===== config.mk =====
export PLATFORM = sky130hd
export DESIGN_NAME = rpcb_bank
export DESIGN_NICKNAME = d
export VERILOG_FILES = /design/src/include/rpcb_pkg.sv /design/src/rtl/rpcb_bank.sv
export SDC_FILE = /design/constraint.sdc
export NUM_CORES = 1
export LEC_CHECK = 0
export BUFFER_PORTS_ARGS = -buffer_cell sky130_fd_sc_hd__buf_2
export CAP_MARGIN = 20
export CORE_UTILIZATION = 47
export CTS_CLUSTER_SIZE = 10
export DETAILED_ROUTE_END_ITERATION = 8
export GPL_ROUTABILITY_DRIVEN = 1
export PLACE_DENSITY_LB_ADDON = 0.08
export SLEW_MARGIN = 20
export SYNTH_ARGS = -nofsm -noshare
export SYNTH_HDL_FRONTEND = slang
export SYNTH_SLANG_ARGS = --single-unit

===== constraint.sdc =====
create_clock -name clk -period 4.9 [get_ports clk]
set_input_delay 0.245 -clock clk [delete_from_list [all_inputs] [get_ports clk]]
set_output_delay 0.245 -clock clk [all_outputs]
set_load 0.01 [all_outputs]

===== src/include/rpcb_pkg.sv =====
`default_nettype none
package rpcb_pkg;
   // ------------------------------------------------------------
   // register map
   // ------------------------------------------------------------
   localparam logic [7:0] OFS_PRIO_9_10 = 8'h1c;
   localparam logic [7:0] OFS_PRIO_11_12 = 8'h1d;
   localparam logic [7:0] OFS_SRC_SEL = 8'h4b;
   // printed offsets are not all multiples of four: byte address = 4 * index
   localparam int ADDR_W = 10;
   localparam int PATH_SEL_BIT = 4;
   localparam int HI_NIB_LSB = 4;
   localparam int LO_NIB_LSB = 0;
   localparam logic [7:0] RST_9_10_PRI = 8'hba;
   localparam logic [7:0] RST_9_10_SEC = 8'hba;
   localparam logic [7:0] RST_11_12_PRI = 8'hdc;
   localparam logic [7:0] RST_11_12_SEC = 8'h00;
   localparam logic [7:0] RST_SRC_SEL = 8'h00;
   localparam logic [1:0] RESP_OKAY = 2'h0;
   localparam logic [1:0] RESP_SLVERR = 2'h2;

   // one copy of the priority settings of one clock path
   typedef struct packed {
      logic [3:0] in12;
      logic [3:0] in11;
      logic [3:0] in10;
      logic [3:0] in9;
   } rpcb_prio_t;
endpackage
`default_nettype wire


===== src/rtl/rpcb_bank.sv =====
`default_nettype none
// Functional notes
// separate 4-bit priorities; input 10 high, 9 low
// input 12 priority in upper nibble
// smaller nonzero value means higher priority
// zero excludes input; 1 to 15 candidate
// path select zero addresses primary copy
// path select one addresses secondary copy
// inputs 9/10 register RW, both reset 0xba
// inputs 11/12 reset primary 0xdc, secondary 0x00
// reads return copy chosen by path select
module rpcb_bank (
   input wire logic clk,
   input wire logic srst,
   input wire logic [rpcb_pkg::ADDR_W-1:0] s_axi_awaddr,
   input wire logic s_axi_awvalid,
   output logic s_axi_awready,
   input wire logic [31:0] s_axi_wdata,
   input wire logic [3:0] s_axi_wstrb,
   input wire logic s_axi_wvalid,
   output logic s_axi_wready,
   output logic [1:0] s_axi_bresp,
   output logic s_axi_bvalid,
   input wire logic s_axi_bready,
   input wire logic [rpcb_pkg::ADDR_W-1:0] s_axi_araddr,
   input wire logic s_axi_arvalid,
   output logic s_axi_arready,
   output logic [31:0] s_axi_rdata,
   output logic [1:0] s_axi_rresp,
   output logic s_axi_rvalid,
   input wire logic s_axi_rready,
   output rpcb_pkg::rpcb_prio_t primary_clock_path_prio,
   output rpcb_pkg::rpcb_prio_t secondary_clock_path_prio,
   output logic [3:0] primary_best_input,
   output logic [3:0] secondary_best_input
);
   // ------------------------------------------------------------
   // write channel capture
   // ------------------------------------------------------------
   logic aw_full_q, aw_full_d, w_full_q, w_full_d;
   logic [rpcb_pkg::ADDR_W-1:0] awaddr_q, awaddr_d;
   logic [7:0] wdata_q, wdata_d;
   logic wstrb0_q, wstrb0_d;
   logic bvalid_q, bvalid_d;
   logic [1:0] bresp_q, bresp_d;
   logic [7:0] pr910_q, pr910_d, se910_q, se910_d;
   logic [7:0] pr1112_q, pr1112_d, se1112_q, se1112_d;
   logic [7:0] srcsel_q, srcsel_d;
   wire wr_go = aw_full_q && w_full_q && !bvalid_q;
   wire [rpcb_pkg::ADDR_W-1:0] wr_idx = {2'h0, awaddr_q[rpcb_pkg::ADDR_W-1:2]};
   wire wr_aligned = awaddr_q[1:0] == 2'h0;
   wire wr_910 = wr_aligned && wr_idx == {2'h0, rpcb_pkg::OFS_PRIO_9_10};
   wire wr_1112 = wr_aligned && wr_idx == {2'h0, rpcb_pkg::OFS_PRIO_11_12};
   wire wr_src = wr_aligned && wr_idx == {2'h0, rpcb_pkg::OFS_SRC_SEL};
   wire wr_hit = wr_910 || wr_1112 || wr_src;
   wire wr_en = wr_go && wstrb0_q;
   wire path_sec = srcsel_q[rpcb_pkg::PATH_SEL_BIT];

   // accept each of aw and w independently, one write in flight
   assign s_axi_awready = !aw_full_q;
   assign s_axi_wready = !w_full_q;
   assign aw_full_d = wr_go ? 1'b0 : (aw_full_q || s_axi_awvalid);
   assign w_full_d = wr_go ? 1'b0 : (w_full_q || s_axi_wvalid);
   assign awaddr_d = (!aw_full_q && s_axi_awvalid) ? s_axi_awaddr : awaddr_q;
   assign wdata_d = (!w_full_q && s_axi_wvalid) ? s_axi_wdata[7:0] : wdata_q;
   assign wstrb0_d = (!w_full_q && s_axi_wvalid) ? s_axi_wstrb[0] : wstrb0_q;
   assign bvalid_d = wr_go ? 1'b1 : (bvalid_q && !s_axi_bready);
   assign bresp_d = wr_go ? (wr_hit ? rpcb_pkg::RESP_OKAY
                                    : rpcb_pkg::RESP_SLVERR) : bresp_q;
   assign s_axi_bvalid = bvalid_q;
   assign s_axi_bresp = bresp_q;

   // ------------------------------------------------------------
   // register copies, steered by the path select bit
   // ------------------------------------------------------------
   // the write lands in one copy only; the other path keeps its setting
   assign pr910_d = (wr_en && wr_910 && !path_sec) ? wdata_q : pr910_q;
   assign se910_d = (wr_en && wr_910 && path_sec) ? wdata_q : se910_q;
   assign pr1112_d = (wr_en && wr_1112 && !path_sec) ? wdata_q
                                                      : pr1112_q;
   assign se1112_d = (wr_en && wr_1112 && path_sec) ? wdata_q : se1112_q;
   assign srcsel_d = (wr_en && wr_src) ? wdata_q : srcsel_q;

   always_ff @(posedge clk) begin
      if (srst) begin
         aw_full_q <= 1'b0;
         w_full_q <= 1'b0;
         awaddr_q <= '0;
         wdata_q <= 8'h00;
         wstrb0_q <= 1'b0;
         bvalid_q <= 1'b0;
         bresp_q <= rpcb_pkg::RESP_OKAY;
         pr910_q <= rpcb_pkg::RST_9_10_PRI;
         se910_q <= rpcb_pkg::RST_9_10_SEC;
         pr1112_q <= rpcb_pkg::RST_11_12_PRI;
         se1112_q <= rpcb_pkg::RST_11_12_SEC;
         srcsel_q <= rpcb_pkg::RST_SRC_SEL;
      end else begin
         aw_full_q <= aw_full_d;
         w_full_q <= w_full_d;
         awaddr_q <= awaddr_d;
         wdata_q <= wdata_d;
         wstrb0_q <= wstrb0_d;
         bvalid_q <= bvalid_d;
         bresp_q <= bresp_d;
         pr910_q <= pr910_d;
         se910_q <= se910_d;
         pr1112_q <= pr1112_d;
         se1112_q <= se1112_d;
         srcsel_q <= srcsel_d;
      end
   end

   // ------------------------------------------------------------
   // read channel
   // ------------------------------------------------------------
   logic rvalid_q, rvalid_d;
   logic [31:0] rdata_q, rdata_d;
   logic [1:0] rresp_q, rresp_d;
   wire rd_go = s_axi_arvalid && !rvalid_q;
   wire [rpcb_pkg::ADDR_W-1:0] rd_idx =
      {2'h0, s_axi_araddr[rpcb_pkg::ADDR_W-1:2]};
   wire rd_aligned = s_axi_araddr[1:0] == 2'h0;
   wire rd_910 = rd_aligned && rd_idx == {2'h0, rpcb_pkg::OFS_PRIO_9_10};
   wire rd_1112 = rd_aligned && rd_idx == {2'h0, rpcb_pkg::OFS_PRIO_11_12};
   wire rd_src = rd_aligned && rd_idx == {2'h0, rpcb_pkg::OFS_SRC_SEL};
   // read shows only the copy the path select points at
   wire [7:0] rd_910_v = path_sec ? se910_q : pr910_q;
   wire [7:0] rd_1112_v = path_sec ? se1112_q : pr1112_q;
   wire [7:0] rd_byte = rd_910 ? rd_910_v :
                        rd_1112 ? rd_1112_v :
                        rd_src ? srcsel_q : 8'h00;

   assign s_axi_arready = !rvalid_q;
   assign rdata_d = rd_go ? {24'h000000, rd_byte} : rdata_q;
   assign rresp_d = rd_go ? ((rd_910 || rd_1112 || rd_src)
                     ? rpcb_pkg::RESP_OKAY : rpcb_pkg::RESP_SLVERR) : rresp_q;
   assign rvalid_d = rd_go ? 1'b1 : (rvalid_q && !s_axi_rready);
   assign s_axi_rvalid = rvalid_q;
   assign s_axi_rdata = rdata_q;
   assign s_axi_rresp = rresp_q;

   // read answer held until rready
   always_ff @(posedge clk) begin
      if (srst) begin
         rvalid_q <= 1'b0;
         rdata_q <= 32'h00000000;
         rresp_q <= rpcb_pkg::RESP_OKAY;
      end else begin
         rvalid_q <= rvalid_d;
         rdata_q <= rdata_d;
         rresp_q <= rresp_d;
      end
   end

   // ------------------------------------------------------------
   // priority fields to the selection logic
   // ------------------------------------------------------------
   assign primary_clock_path_prio.in10 = pr910_q[7:4];
   assign primary_clock_path_prio.in9 = pr910_q[3:0];
   assign primary_clock_path_prio.in12 = pr1112_q[7:4];
   assign primary_clock_path_prio.in11 = pr1112_q[3:0];
   assign secondary_clock_path_prio.in10 = se910_q[7:4];
   assign secondary_clock_path_prio.in9 = se910_q[3:0];
   assign secondary_clock_path_prio.in12 = se1112_q[7:4];
   assign secondary_clock_path_prio.in11 = se1112_q[3:0];

   // best candidate among 9..12 per path; 0 means none, ties go low input
   function automatic logic [3:0] best_of(input rpcb_pkg::rpcb_prio_t p);
      logic [3:0] vals [4];
      logic [3:0] best_v;
      logic [3:0] best_i;
      vals[0] = p.in9;
      vals[1] = p.in10;
      vals[2] = p.in11;
      vals[3] = p.in12;
      best_v = 4'hf;
      best_i = 4'h0;
      for (int k = 0; k < 4; k++) begin
         // zero excludes; strictly smaller wins
         if (vals[k] != 4'h0 &&
             (best_i == 4'h0 || vals[k] < best_v)) begin
            best_v = vals[k];
            best_i = 4'(k + 9);
         end
      end
      return best_i;
   endfunction

   // registered so the data outputs come from flip-flops
   always_ff @(posedge clk) begin
      if (srst) begin
         primary_best_input <= 4'h0;
         secondary_best_input <= 4'h0;
      end else begin
         primary_best_input <= best_of(primary_clock_path_prio);
         secondary_best_input <= best_of(secondary_clock_path_prio);
      end
   end
endmodule
`default_nettype wire


==> Word level (Yosys, flattened, before mapping) <==
Index checks and enable logic that the tools add are counted.
{ "totals": {"register_bits": 83, "inputBits": 63, "output_inout_bits": 81, "elab_cells": 131} }
{ "op_classes": {"magnitude_cmp": 6, "eq_ne": 6, "mux": 35, "reduce_logical": 65} }
{ "ops": {"columns": ["op", "count"], "rows": [
  ["$mux 4", 26],
  ["$mux 8", 5],
  ["$eq 8x5->1 const B", 4],
  ["$reduce_bool 4->1", 8],
  ["$logic_and 1x1->1", 27],
  ["$logic_not 4->1", 6],
  ["$lt 4x4->1", 6],
  ["$eq 8x7->1 const B", 2],
  ["$logic_or 1x1->1", 12],
  ["$logic_not 1->1", 7],
  ["$reduce_or 2->1", 3],
  ["$logic_not 2->1", 2],
  ["$mux 2", 2],
  ["$mux 1", 2]
]} }

==> Logic depth before layout (Yosys ltp) <==
{ "depth": {"depth_word": 17, "depth_mapped": 24, "mapped_depth_nobuf": 22} }

==> Worst setup path before layout <==
No wires, ideal clock.
{ "synth_path": {"kind": "register -> register", "start": "register se910_q[0]", "end": "register secondary_best_input[2]", "setup_time_ns": 0.070, "arrival_ns": 4.832, "t_required_ns": 4.830, "path_slack_ns": -0.003, "stages_incl_launch_ff": 22, "path_buffers": 1, "period_less_slack_ns": 4.903, "cell_sequence": "dfxtp_1 -> buf_4 -> nor4_2 -> nor2_1 -> ha_1 -> o21ai_0 -> a21oi_1 -> a21o_1 -> a2bb2oi_1 -> inv_1 -> ha_1 -> a21o_1 -> a21o_1 -> or3_1 -> or3_1 -> a32oi_1 -> ha_1 -> a2111o_1 -> nor2_1 -> o21ai_0 -> or3_1 -> a21oi_1"} }
{ "synth_between": {"elab_chain_len": 17, "word_cells_on_any_way": 26, "cone_classes": "order compare: 3; mux: 13; reduce/logical: 10"} }
{ "synth_lines": {"columns": ["element", "line", "source"], "rows": [
  ["from (decl)", "rpcb_bank.sv:46", "logic [7:0] pr910_q, pr910_d, se910_q, se910_d;"],
  ["from (signal assigned)", "rpcb_bank.sv:94", "se910_q <= rpcb_pkg::RST_9_10_SEC;"],
  ["$reduce_bool 4->1", "rpcb_bank.sv:181", "if (vals[k] != 4'h0 &&"],
  ["$mux 4", "rpcb_bank.sv:181", null],
  ["$mux 4", "rpcb_bank.sv:192", "if (srst) begin"],
  ["$lt 4x4->1 or $logic_not 4->1 (tied branches)", "rpcb_bank.sv:182", "(best_i == 4'h0 || vals[k] < best_v)) begin"],
  ["$logic_or 1x1->1", "rpcb_bank.sv:182", null],
  ["$logic_and 1x1->1", "rpcb_bank.sv:181", null],
  ["$mux 4", "rpcb_bank.sv:181", null],
  ["$mux 4", "rpcb_bank.sv:192", null],
  ["$lt 4x4->1 or $logic_not 4->1 (tied branches)", "rpcb_bank.sv:182", null],
  ["$logic_or 1x1->1", "rpcb_bank.sv:182", null],
  ["$logic_and 1x1->1", "rpcb_bank.sv:181", null],
  ["$mux 4", "rpcb_bank.sv:181", null],
  ["$mux 4", "rpcb_bank.sv:192", null],
  ["$lt 4x4->1 or $logic_not 4->1 (tied branches)", "rpcb_bank.sv:182", null],
  ["$logic_or 1x1->1", "rpcb_bank.sv:182", null],
  ["$logic_and 1x1->1", "rpcb_bank.sv:181", null],
  ["$mux 4 *", "rpcb_bank.sv:181", null],
  ["to (signal assigned)", "rpcb_bank.sv:197", "secondary_best_input <= best_of(secondary_clock_path_prio);"],
  ["to (decl)", "rpcb_bank.sv:35", "output logic [3:0] secondary_best_input"]
]} }
Mark *: on every way between the ends. The rest lies on a longest branch, timed or not. The select of a mux whose other input is x is not followed.
A chain may end at the register's enable or synchronous reset.

==> Worst setup path after layout <==
{ "layout_path": {"start": "register se910_q[2]", "end": "register secondary_best_input[2]"} }
The elaborated chain is that of the path after synthesis.

==> impl_metrics.toml <==
[setup_path]
cp.required_ns = 5.18
r2r_cells = 21
r2r_slack_ns = 0.25
crit_path_start_kind = "register"
cp_max_fo = 4
arrival_ns = 4.93
path_class = "register to register"
endpoint_kind = "register"

[drt]
drtAntennaViolNets = 0
vias = 4108
first_iter_violations = 215
wl_per_cell_um = 15.9
drt-pass1-iter-count = 4
wirelength_um = 12300
drc = 0
via_per_inst = 5.31

[place]
port_buffers = 90
place_hpwl_um = 8930
globalplace.congestion = 0.867
placed_area_sq_um = 5090
dp.cells = 747

[power]
net-switching-power_mw = 0.311
power_frac_seq = 0.519
p_clk_frac = 0.417
p_int_mw = 1.02
power_frac_comb = 0.064
ir_drop_v = 0.000199
power_density_nw_per_um2 = 244
p_sw_frac = 0.234
power_leakage_nw = 2.41

[timing]
drv_slew = 0
fin_worst_skew_ns = 0.0112
finalSetupViolCount = 0
fin_crit_ns = 4.65
slew_headroom = 0.538
fmax_ghz = 0.215
worst_pin_slew_ns = 0.685
min_period_over_period = 0.949
tns_ns = 0
hold_viol = 0

[cts]
clock_sinks = 81
clock_latency_ns = 0.35
cts_tree = "yes"
clock_path_buffers = 2
ctsRootBufferMaster = "clkbuf_8"
ctsHoldBuffers = 0
h-tree-depth = 3
cts.clk_slew.worst_paths_ns = 0.08
cts_buffers = 9

[synth]
async_flop_share = 0
ys_seq_area_frac = 0.353
avgSynthCellArea_sq_um = 8.49
yosysTopAreaCellShare = 0.353
synth_area_sq_um = 4600
synth_cell_types = 69
synth.area.top_cells = "dfxtp_1, mux2i_1, a21oi_1"
yosysWarnings = 0
synth_edf_count = 0
ys_ff_latch = 81
yosysTopAreaCell = "dfxtp_1"
synth_cells = 542
synth_ff_type = "dfxtp_1"

[final_layout]
layout_common_cells = "buf_2, dfxtp_1, nand2_1"
drive_gt1_frac = 0.258
final_cell_area_sq_um = 5460
areaGrowthSynthToFinish_pct = 18.7
regArea_sq_um = 1620
stdcell_count = 773
final_common_cell = "buf_2"
diodes = 0
fin_nets = 716
layout.filler_cells = 905
multi_input_area_sq_um = 2730

[floorplan]
core_area_sq_um = 9370
die_y_um = 101
fp-row-count = 35
start_util = 0.491
dieArea_sq_um = 10200
die_width_um = 101
ioPinCount = 144

[grt]
grt_pass1_wl_um = 19000
overflow = 0
grt_pass1_vias = 3715
grt_max_degree = 65
antenna_found_initial = 0
grtUsageTotal = 0.241

[job]
cap_violations = 0

[min_path]
hold_path_depth = 2
min_path_type = "primary input to register"

[run_status]
status = "finished clean"
state kept, by name (all words and copies together) (netlist names), 4 cells and up:
signal                count
srcsel_q                  8
awaddr_q                 10
primary_best_input        4
wdata_q                   8
pr910_q                   8
se1112_q                  8
secondary_best_input      4
s_axi_rdata               8
se910_q                   8
pr1112_q                  8
cells in the mapped netlist (2+ instances only):
cell type	count
dfxtp_1	81
a21oi_1	54
nand2b_1	2
a32oi_1	4
o211ai_1	9
o21a_1	6
o21ai_0	8
mux2i_1	53
nor3_1	12
buf_2	6
o21bai_1	2
nand2_1	72
nor3b_1	4
a211o_1	8
a2111o_1	2
or3_1	3
or4_4	2
nor4_1	6
buf_1	4
mux2_4	3
o31ai_1	3
a21o_1	5
mux2_2	2
buf_4	30
or2_2	2
a211oi_1	7
clkbuf_1	12
a221oi_1	2
a211oi_2	2
and4_1	2
nor2_1	58
a31oi_1	2
or4_1	2
nor4_2	2
and2_4	2
nor2b_1	3
ha_1	14
inv_1	20
metrics by stage:
step / setup WS, ns / utilization / total power [mW] / hold slack [ns]
2_1_floorplan: 0.0552 / - / 0.769 / 0.344
3_3_place_gp: 0.155 / 0.544 / 0.789 / 0.431
3_5_place_dp: 0.0521 / 0.544 / 0.791 / 0.440
4_1_cts: 0.0324 / 0.568 / 1.34 / 0.0584
5_1_grt: -0.0343 / 0.583 / 1.38 / 0.0648
6_report: 0.251 / 0.583 / 1.33 / 0.0674
layout make-up:
class,instances,area share
multi-input combinational,412,0.499
tap,129,0.0296
clock buffer,12,0.0284
timing repair buffer,115,0.118
sequential,81,0.297
clock inverter,4,0.0135
inverter,20,0.0138
power by group through the flow:
stage | logic (mW) | registers, mW | clock network [mW]
2_1_floorplan | 0.0678 | 0.701 | 0
4_1_cts | 0.0853 | 0.690 | 0.564
6_report | 0.0854 | 0.690 | 0.555
3_5_place_dp | 0.0853 | 0.706 | 0
3_3_place_gp | 0.0837 | 0.705 | 0
5_1_grt | 0.0969 | 0.692 | 0.596
logic make-up after synthesis:
logic type | after synthesis | synth area share
buffers and inverters | 74 | 0.0884
other | 1 | 0.000815
adder cells (fa/ha/maj) | 14 | 0.0381
multiplexers | 58 | 0.130
AO/OA/AOI/OAI | 126 | 0.186
AND/OR/NAND/NOR | 188 | 0.204
flip-flops | 81 | 0.353
critical path, stage by stage (launching register included):
cell and delay (ns):
dfxtp_2 0.34, nor4_4 0.31, nor2_2 0.10, ha_4 0.28, o21ai_2 0.07, a21oi_2 0.16, buf_4 0.13, a211oi_1 0.06
nor2_1 0.19, inv_1 0.06, ha_1 0.30, a21o_1 0.17, a21o_1 0.17, or3_1 0.31, or3_4 0.36, a32oi_1 0.19
ha_1 0.26, a2111o_1 0.40, nor2_1 0.10, o21ai_0 0.10, or3_1 0.41, a21oi_2 0.12
worst paths after layout:
kind / start / to
max: se910_q[2] / secondary_best_input[2]
max reg2reg: se910_q[2] / secondary_best_input[2]
min: s_axi_rready / s_axi_rvalid
min reg2reg: awaddr_q[5] / awaddr_q[5]
metal layers:
metal	GRT usage	part of all wire	vias to the layer above
met5	0	0	-
met4	0.0747	0.015	0
met3	0.0361	0.045	14
met2	0.385	0.46	114
met1	0.335	0.48	1904
li1	-	-	2076
timing repair:
| item | in CTS | in global routing |
|---|---|---|
| gates resized for setup | 0 | 13 |
| endpoints found under the setup margin | 0 | 6 |
| setup buffers | 0 | 9 |
Power figures use the tool's default switching activity.
